### src/qcm_regs.vh
// Register map, field positions and reset values of the quadrature counter block.
// Assumes a 32-bit APB slave with word-aligned registers; no logic lives here.
`ifndef QCM_REGS_VH
`define QCM_REGS_VH
`define QCM_ADDR_CONTROL 12'h000
`define QCM_ADDR_TIMER_HIGH 12'h004
`define QCM_ADDR_TIMER_LOW 12'h008
`define QCM_ADDR_POS_HIGH 12'h00c
`define QCM_ADDR_POS_LOW 12'h010
`define QCM_ADDR_INDEX_CFG 12'h014
`define QCM_ADDR_VELOCITY 12'h018
`define QCM_ADDR_INDEX_COUNT 12'h01c
`define QCM_CTL_ENABLE 15
`define QCM_CTL_PRESCALE_HI 6
`define QCM_CTL_PRESCALE_LO 4
`define QCM_CTL_DIR_SELECT 3
`define QCM_CTL_GATE_ENABLE 2
`define QCM_CTL_MODE_HI 1
`define QCM_CTL_MODE_LO 0
`define QCM_CTL_RESET 16'h0000
`define QCM_CTL_WMASK 16'h807f
`define QCM_IDX_MATCH_A 0
`define QCM_IDX_MATCH_B 1
`define QCM_IDX_SWAP 2
`define QCM_IDX_POL_A 3
`define QCM_IDX_POL_B 4
`define QCM_IDX_MATCH_EN 5
`define QCM_IDX_INIT_HI 10
`define QCM_IDX_INIT_LO 8
`define QCM_IDX_RESET 16'h0000
`define QCM_IDX_WMASK 16'h073f
`define QCM_TIMER_RESET 32'h0000_0000
`define QCM_MODE_QUAD 2'h0
`define QCM_MODE_EXT_DIR 2'h1
`define QCM_MODE_EXT_CLK 2'h2
`define QCM_MODE_TIMER 2'h3
`endif

### src/qcm_prescaler.v
// Counter clock prescaler: one-cycle tick at clock divided by 2**code.
// Assumes a single clock domain; code may change at any time.
`timescale 1ns/1ns
module qcm_prescaler #(
  parameter WIDTH = 7
) (
  input wire clock,
  input wire resetn,
  input wire enable,
  input wire [2:0] code,
  output reg tick
);
  reg [WIDTH-1:0] divCount_q;
  wire [WIDTH-1:0] divMask;

  // Mask of low bits that must all be one; code 0 gives a tick every cycle.
  assign divMask = ~({WIDTH{1'b1}} << code);

  // The divider free-runs so that a code change takes effect within one period.
  always @(posedge clock or negedge resetn) begin
    if (!resetn) begin
      divCount_q <= {WIDTH{1'b0}};
      tick <= 1'b0;
    end else if (!enable) begin
      divCount_q <= {WIDTH{1'b0}};
      tick <= 1'b0;
    end else begin
      divCount_q <= divCount_q + {{(WIDTH-1){1'b0}}, 1'b1};
      tick <= ((divCount_q & divMask) == divMask);
    end
  end
endmodule // qcm_prescaler

### src/qcm_phase_decode.v
// Synchronises and conditions the encoder phases, then decodes count events.
// Assumes phase, clock, direction and gate pins are asynchronous to clock.
`timescale 1ns/1ns
module qcm_phase_decode (
  input wire clock,
  input wire resetn,
  input wire phaseAPin,
  input wire phaseBPin,
  input wire upDownPin,
  input wire gatePin,
  input wire swap,
  input wire polA,
  input wire polB,
  output reg phaseA,
  output reg phaseB,
  output reg upDown,
  output reg gate,
  output reg quadStep,
  output reg quadUp,
  output reg extEdge
);
  reg [3:0] sync1_q;
  reg [3:0] sync2_q;
  wire condA;
  wire condB;

  // Swap first, then per-phase inversion, as the index compare expects.
  assign condA = (swap ? sync2_q[1] : sync2_q[0]) ^ polA;
  assign condB = (swap ? sync2_q[0] : sync2_q[1]) ^ polB;

  // Two-stage synchronisers; only the second stage feeds any logic.
  always @(posedge clock or negedge resetn) begin
    if (!resetn) begin
      sync1_q <= 4'h0;
      sync2_q <= 4'h0;
      phaseA <= 1'b0;
      phaseB <= 1'b0;
      upDown <= 1'b0;
      gate <= 1'b0;
      quadStep <= 1'b0;
      quadUp <= 1'b0;
      extEdge <= 1'b0;
    end else begin
      sync1_q <= {gatePin, upDownPin, phaseBPin, phaseAPin};
      sync2_q <= sync1_q;
      phaseA <= condA;
      phaseB <= condB;
      upDown <= sync2_q[2];
      gate <= sync2_q[3];
      // Every edge of either phase is a step; direction from A xor previous B.
      quadStep <= (condA ^ phaseA) | (condB ^ phaseB);
      quadUp <= condA ^ phaseB;
      // Rising edge of phase A serves as the external count clock.
      extEdge <= condA & ~phaseA;
    end
  end
endmodule // qcm_phase_decode

### src/qcm_counter.v
// Quadrature counter and mode control: position, velocity, index and interval
// counters behind a 32-bit APB slave. Assumes APB master on the same clock and
// encoder pins asynchronous to it.
// Register map, byte offsets, one 32-bit word each.
// 0x000 control: bit 15 enable, bits 6:4 prescale code, bit 3 direction select,
//       bit 2 gate enable, bits 1:0 counter mode.
// 0x004 interval timer upper half; 0x008 interval timer lower half.
// 0x00c position upper half; 0x010 position lower half.
// 0x014 index setup: bits 1:0 match value, bit 2 swap, bits 4:3 polarity,
//       bit 5 match enable, bits 10:8 position init mode.
// 0x018 velocity, read only; 0x01c index count, read only.
// Counter modes: 00 quadrature x4, 01 external clock with direction pin,
// 10 external clock, 11 internal timer.
//
// Hazards and limits.
// Pin events reach the counters about four cycles after the pin moves, behind two
// synchroniser stages and one stage that conditions and decodes at once.
// A step pulse lasts one cycle and is only taken on a tick, so a slow prescale
// loses encoder edges; software must keep the tick rate high enough.
// Word writes to the timer or position change only their half, so a carry between
// the two writes can leave a torn value; stop the block before loading both halves.
// The index clear needs no tick and wins over counting; a word write wins over both.
// Reading one half of a running counter takes no snapshot of the other half.
//
// The register offsets and register access over APB were left to the implementer.
`timescale 1ns/1ns
`include "qcm_regs.vh"
module qcm_counter #(
  parameter PRESCALE_WIDTH = 7
) (
  input wire clock,
  input wire resetn,
  input wire psel,
  input wire penable,
  input wire pwrite,
  input wire [11:0] paddr,
  input wire [31:0] pwdata,
  output reg [31:0] prdata,
  output reg pready,
  output reg pslverr,
  input wire phaseAInput,
  input wire phaseBInput,
  input wire upDownInput,
  input wire gateInput,
  output reg [31:0] positionCount,
  output reg countDirUp
);
  reg [15:0] control_q;
  reg [15:0] indexCfg_q;
  reg [31:0] timer_q;
  reg [31:0] velocity_q;
  reg [31:0] indexCount_q;
  reg [31:0] timer_d;
  reg [31:0] position_d;
  reg step;
  reg stepUp;
  wire tick;
  wire phaseA;
  wire phaseB;
  wire upDownSync;
  wire gateSync;
  wire quadStep;
  wire quadUp;
  wire extEdge;
  wire enabled;
  wire [2:0] prescale;
  wire [1:0] mode;
  wire timerModes;
  wire gateOpen;
  wire indexMatch;
  wire wrEn;
  wire rdEn;
  wire mapped;
  wire [2:0] initMode;

  // One step up or down; the position, velocity and index counters all share it.
  function [31:0] stepValue;
    input [31:0] value;
    input up;
    begin
      stepValue = up ? value + 32'h0000_0001 : value - 32'h0000_0001;
    end
  endfunction

  // A word is mapped at every aligned offset up to the index count; the rest is refused.
  function addrMapped;
    input [11:0] addr;
    begin
      addrMapped = (addr[1:0] == 2'h0) && (addr <= `QCM_ADDR_INDEX_COUNT);
    end
  endfunction

  // Field extraction from the control register.
  assign enabled = control_q[`QCM_CTL_ENABLE];
  assign prescale = control_q[`QCM_CTL_PRESCALE_HI:`QCM_CTL_PRESCALE_LO];
  assign mode = control_q[`QCM_CTL_MODE_HI:`QCM_CTL_MODE_LO];
  assign timerModes = (mode == `QCM_MODE_EXT_CLK) || (mode == `QCM_MODE_TIMER);
  // The init mode field only matters outside the timer modes.
  assign initMode = timerModes ? 3'h0 : indexCfg_q[`QCM_IDX_INIT_HI:`QCM_IDX_INIT_LO];
  // A closed gate only stops counting when gating is enabled.
  assign gateOpen = ~control_q[`QCM_CTL_GATE_ENABLE] | gateSync;

  // Index match on conditioned phases; only meaningful in quadrature mode.
  assign indexMatch = (mode == `QCM_MODE_QUAD) && indexCfg_q[`QCM_IDX_MATCH_EN] &&
                      (phaseA == indexCfg_q[`QCM_IDX_MATCH_A]) &&
                      (phaseB == indexCfg_q[`QCM_IDX_MATCH_B]);

  qcm_prescaler #(
    .WIDTH(PRESCALE_WIDTH)
  ) prescaler (
    .clock(clock),
    .resetn(resetn),
    .enable(enabled),
    .code(prescale),
    .tick(tick)
  );

  qcm_phase_decode decode (
    .clock(clock),
    .resetn(resetn),
    .phaseAPin(phaseAInput),
    .phaseBPin(phaseBInput),
    .upDownPin(upDownInput),
    .gatePin(gateInput),
    .swap(indexCfg_q[`QCM_IDX_SWAP]),
    .polA(indexCfg_q[`QCM_IDX_POL_A]),
    .polB(indexCfg_q[`QCM_IDX_POL_B]),
    .phaseA(phaseA),
    .phaseB(phaseB),
    .upDown(upDownSync),
    .gate(gateSync),
    .quadStep(quadStep),
    .quadUp(quadUp),
    .extEdge(extEdge)
  );

  // Count step selection per mode. Pin events are only accepted on a tick, so
  // a step that falls between two ticks is lost; software must
  // keep the prescaled rate high enough.
  always @* begin
    step = 1'b0;
    stepUp = 1'b1;
    case (mode)
      `QCM_MODE_QUAD: begin
        step = quadStep;
        stepUp = quadUp;
      end
      `QCM_MODE_EXT_DIR: begin
        step = extEdge;
        stepUp = upDownSync;
      end
      `QCM_MODE_EXT_CLK: begin
        step = extEdge;
        stepUp = ~control_q[`QCM_CTL_DIR_SELECT] | upDownSync;
      end
      default: begin
        step = 1'b1;
        stepUp = ~control_q[`QCM_CTL_DIR_SELECT] | upDownSync;
      end
    endcase
  end

  // Next position value: index clear has priority over counting.
  always @* begin
    position_d = positionCount;
    if (enabled && indexMatch) begin
      position_d = 32'h0000_0000;
    end else if (enabled && tick && step && gateOpen) begin
      position_d = stepValue(positionCount, stepUp);
    end
  end

  // Interval timer next value, with software word writes taking priority.
  always @* begin
    timer_d = timer_q;
    if (enabled && tick) begin
      timer_d = timer_q + 32'h0000_0001;
    end
    if (wrEn && paddr == `QCM_ADDR_TIMER_HIGH) begin
      timer_d = {pwdata[15:0], timer_q[15:0]};
    end else if (wrEn && paddr == `QCM_ADDR_TIMER_LOW) begin
      timer_d = {timer_q[31:16], pwdata[15:0]};
    end
  end

  // Counter state.
  always @(posedge clock or negedge resetn) begin
    if (!resetn) begin
      timer_q <= `QCM_TIMER_RESET;
      positionCount <= `QCM_TIMER_RESET;
      velocity_q <= `QCM_TIMER_RESET;
      indexCount_q <= `QCM_TIMER_RESET;
      countDirUp <= 1'b1;
    end else begin
      timer_q <= timer_d;
      if (wrEn && paddr == `QCM_ADDR_POS_HIGH) begin
        positionCount <= {pwdata[15:0], positionCount[15:0]};
      end else if (wrEn && paddr == `QCM_ADDR_POS_LOW) begin
        positionCount <= {positionCount[31:16], pwdata[15:0]};
      end else begin
        positionCount <= position_d;
      end
      if (enabled && tick && step && gateOpen) begin
        countDirUp <= stepUp;
        velocity_q <= stepValue(velocity_q, stepUp);
      end
      // Index counter counts matches in quadrature mode with init mode 000, ticks as a timer in modes 10 and 11, and holds in mode 01.
      if (enabled && tick && (timerModes || (indexMatch && initMode == 3'h0))) begin
        indexCount_q <= stepValue(indexCount_q, timerModes || stepUp);
      end
    end
  end

  // APB decode: zero-wait answer in the access phase, error on unmapped address.
  assign wrEn = psel && penable && pwrite && mapped;
  assign rdEn = psel && !penable && !pwrite;
  assign mapped = addrMapped(paddr);

  // Control and index configuration writes; reserved bits stay zero.
  always @(posedge clock or negedge resetn) begin
    if (!resetn) begin
      control_q <= `QCM_CTL_RESET;
      indexCfg_q <= `QCM_IDX_RESET;
    end else begin
      if (wrEn && paddr == `QCM_ADDR_CONTROL) begin
        control_q <= pwdata[15:0] & `QCM_CTL_WMASK;
      end
      if (wrEn && paddr == `QCM_ADDR_INDEX_CFG) begin
        indexCfg_q <= pwdata[15:0] & `QCM_IDX_WMASK;
      end
    end
  end

  // Read data is latched in the setup phase so every output comes from a flop.
  always @(posedge clock or negedge resetn) begin
    if (!resetn) begin
      prdata <= 32'h0000_0000;
      pready <= 1'b0;
      pslverr <= 1'b0;
    end else begin
      pready <= psel && !penable;
      pslverr <= psel && !penable && !addrMapped(paddr);
      if (rdEn) begin
        if (paddr == `QCM_ADDR_CONTROL) begin
          prdata <= {16'h0000, control_q};
        end else if (paddr == `QCM_ADDR_TIMER_HIGH) begin
          prdata <= {16'h0000, timer_q[31:16]};
        end else if (paddr == `QCM_ADDR_TIMER_LOW) begin
          prdata <= {16'h0000, timer_q[15:0]};
        end else if (paddr == `QCM_ADDR_POS_HIGH) begin
          prdata <= {16'h0000, positionCount[31:16]};
        end else if (paddr == `QCM_ADDR_POS_LOW) begin
          prdata <= {16'h0000, positionCount[15:0]};
        end else if (paddr == `QCM_ADDR_INDEX_CFG) begin
          prdata <= {16'h0000, indexCfg_q};
        end else if (paddr == `QCM_ADDR_VELOCITY) begin
          prdata <= velocity_q;
        end else if (paddr == `QCM_ADDR_INDEX_COUNT) begin
          prdata <= indexCount_q;
        end else begin
          prdata <= 32'h0000_0000;
        end
      end
    end
  end
endmodule // qcm_counter

### config.mk
export PLATFORM = sky130hd
export DESIGN_NAME = qcm_counter
export DESIGN_NICKNAME = d
export VERILOG_FILES = /design/src/qcm_prescaler.v /design/src/qcm_phase_decode.v /design/src/qcm_counter.v
export VERILOG_INCLUDE_DIRS = /design/src /design/src/src
export SDC_FILE = /design/constraint.sdc
export NUM_CORES = 1
export LEC_CHECK = 0
export BUFFER_PORTS_ARGS = -buffer_cell sky130_fd_sc_hd__clkbuf_2
export CAP_MARGIN = 25
export CORE_AREA = 2 2 150 188
export DETAILED_ROUTE_END_ITERATION = 10
export DIE_AREA = 0 0 152 190
export GPL_ROUTABILITY_DRIVEN = 1
export PLACE_DENSITY = 0.71
export SLEW_MARGIN = 5
export SYNTH_ARGS = -nofsm -noshare
export SYNTH_HDL_FRONTEND = slang
export SYNTH_SLANG_ARGS = --single-unit
### constraint.sdc
create_clock -name clock -period 4.5 [get_ports clock]
set_clock_uncertainty 0.05 [all_clocks]
set_input_delay 0.45 -clock clock [delete_from_list [all_inputs] [get_ports clock]]
set_output_delay 0.45 -clock clock [all_outputs]
set_load 0.02 [all_outputs]
==> out/qor.yml <==
detailed_routing:
  via_per_inst: 6.27
  maxUsedRoutingLayer: "met4"
  postRouteAntennaNets: 0
  wl_per_cell_um: 20.8
  drtIter0Drc: 938
  num_vias: 12500
  met2_length_mm: 20.2
  routed_wirelength_mm: 41.6
  met3_length_mm: 2.64
  drc: 0
  firstDrtPassIters: 9
  wl_met1_mm: 16.0
logic_synthesis:
  yosys_register_bits: 203
  synth.distinct_cells: 80
  yosys_warnings: 0
  synth_area_per_cell_sq_um: 8.49
  synth_top_area_cell: "dfrtp_1"
  synth_edf_count: 0
  synthArstFlopShare: 1.00
  netlist_instances: 1578
  post-synth-top-area-fraction: 0.377
  yosysSeqAreaShare: 0.379
  synth_common_cells: "202 x dfrtp_1, 175 x nand2_1, 146 x o21ai_0"
  syn_nets: 1672
  synth_area_sq_mm: 0.0134
  synthFlopType: "dfrtp_1"
  synth.most_common_cell: "dfrtp_1"
  yosys-top-cells-area: "dfrtp_1 38%, o21ai_0 5.5%, nand2_1 4.9%, a21oi_1 4.6%, ha_1 3.7%"
timing:
  slew_violations: 0
  setup_viol: 0
  min_period_ns: 4.18
  relSlewSlack: 0.314
  tns_ns: 0
  finalHoldViolations: 0
  rsz0062_at_grt: "false"
  period_share: 0.929
  worst_slew_pin_slew_ns: 1.03
  fmax_ghz: 0.239
global_routing:
  antenna_found_initial: 0
  grt_max_degree: 98
  grt_pass1_vias: 12000
  grt_pass1_wl_mm: 66.3
  grt_use_total: 0.286
  overflow: 0
cts:
  cts_buffer_depth: 3
  cts_sinks: 203
  cts_buffers: 24
  clkLatencyLatePin_ns: 0.54
  cts_root_buf: "clkbuf_16"
  htree_num_levels: 1
  tritoncts: "built"
  clk_pin_slew_ns: 0.07
floorplan:
  die_area_sq_mm: 0.0289
  initial_utilization: 0.490
  coreArea_sq_mm: 0.0273
  die_h_um: 190
  pin_count: 120
  rows: 68
  dieWidth_um: 152
worst_setup_path:
  r2r-start: "control_q[1]"
  critPathCaptureType: "flop"
  r2r-end: "positionCount[30]"
  cpLargestDelayFamily: "compound AO/OA/AOI/OAI gates"
  critical-path-slowest-cell: "nor4_1"
  cpPeakStageDelay_ns: 0.53
  worstPathCellList: "inv_1 -> ha_1 -> o21ba_2 -> o21ai_4 -> buf_4 -> xnor2_1 -> ha_1 -> or3_1 -> nor2_1 -> o21ai_0 -> nor4_1 -> a21oi_1 -> a211oi_1 -> a31oi_1 -> xor2_1 -> o21ai_0"
  r2r_cells: 16
  crit_fanout: 32
  cp.buffers_inverters: 2
  cp-start-kind: "flop"
  cp.arrival_ns: 4.59
  ff2ff_setup_slack_ns: 0.32
  critPathKind: "flop to flop"
  crit_required_ns: 4.91
worst_hold_path:
  hold_path_depth: 2
  min_delay_worst_endpoint: "pready"
  hp-class: "input port to flop"
  holdCritStartpoint: "penable"
placed_design:
  dp_hpwl_mm: 30.2
  port-buffer-count: 103
  gp_congestion: 0.965
  place_inst: 1954
run:
  drv_cap: 0
finish:
  fin_cells: 2002
  n_antenna_cell: 0
  layout.nets: 1730
  area_growth_pct: 13.2
  drive_above_1_share: 0.139
  fillers: 2470
power_and_ir_drop:
  p_per_area_mw_per_mm2: 282
  ir_drop_uv: 310
  p_leak_nw: 6.93
outcome:
  status: "complete, no violations"
## power by group
part	internal [mW]	switching [mW]	leakage (nW)
logic	0.157	0.277	3.80
registers	1.84	0.00646	2.73
clock network	1.18	0.813	0.397
total	3.18	1.10	6.93
## per-layer routing
| metal | up-vias | track usage |
|---|---|---|
| met4 | 0 | 0.165 |
| li1 | 5863 | - |
| met3 | 139 | 0.0449 |
| met1 | 6065 | 0.340 |
| met5 | - | 0 |
| met2 | 481 | 0.492 |
## through the flow
step | worst slack, ns | utilization | power [mW] | cell area, sq um | hold slack, ns
detailed placement | 0.223 | 0.523 | 2.30 | 14300 | 0.286
CTS | 0.191 | 0.554 | 4.31 | 15100 | 0.0354
floorplan | 0.0203 | - | 2.15 | 13500 | 0.104
global route | 0.0480 | 0.555 | 4.42 | 15200 | 0.0670
global placement | 0.309 | 0.523 | 2.29 | 14300 | 0.285
finish | 0.318 | 0.555 | 4.27 | 15200 | 0.0537
## flip-flops by register name, indices dropped and copies added, names as in the netlist, 4 cells and up
signal                flops
velocity_q               32
decode.sync2_q            4
positionCount            32
prescaler.divCount_q      7
indexCount_q             32
indexCfg_q                9
timer_q                  32
prdata                   32
decode.sync1_q            4
control_q                 8
## final cells by class
class | count | area (sq um) | area share
clock buffer | 27 | 632 | 0.0417
clock inverter | 15 | 174 | 0.0115
inverter | 31 | 120 | 0.00792
multi-input combinational | 1238 | 7880 | 0.520
sequential | 203 | 5080 | 0.335
tap | 350 | 438 | 0.0289
timing repair buffer | 138 | 837 | 0.0552
## cell families after synthesis
kind of cell	after synthesis	synth area share
buffers and inverters	137	0.0395
and+or+nand+nor	590	0.215
muxes	63	0.0575
AOI/OAI and AO/OA	444	0.204
adders and majority gates	41	0.0389
xor gates and xnor gates	100	0.0654
DFF	203	0.379
## placed cells by master (no fill, tap or decap), types with 46 or more instances in the layout
master    Yosys  layout
xnor2_1      53      53
a21oi_1     122     122
clkbuf_2      0     102
nor3_1       49      49
nor2_1      131     131
o21ai_0     146     145
nand2_1     175     175
nand3_1      46      46
xor2_1       47      47
dfrtp_1     202     202
## worst max path at each step
stage	from	to	slack, ns	cells after the start
2_1_floorplan	control_q[1]	indexCount_q[25]	0.02	19
3_3_place_gp	control_q[0]	indexCount_q[20]	0.31	16
3_5_place_dp	control_q[1]	indexCount_q[29]	0.22	16
4_1_cts	control_q[1]	indexCount_q[29]	0.19	16
5_1_grt	control_q[1]	positionCount[30]	0.05	16
6_report	control_q[1]	positionCount[30]	0.32	16
## timing repair
action | CTS | global route
setup buffers | 0 | 1
hold buffers | 5 | 0
hold endpoints to repair | 78 | 0
endpoints found under the setup margin | 0 | 9
gates resized for setup | 0 | 1
No activity file was read; power rests on OpenSTA's default activity.
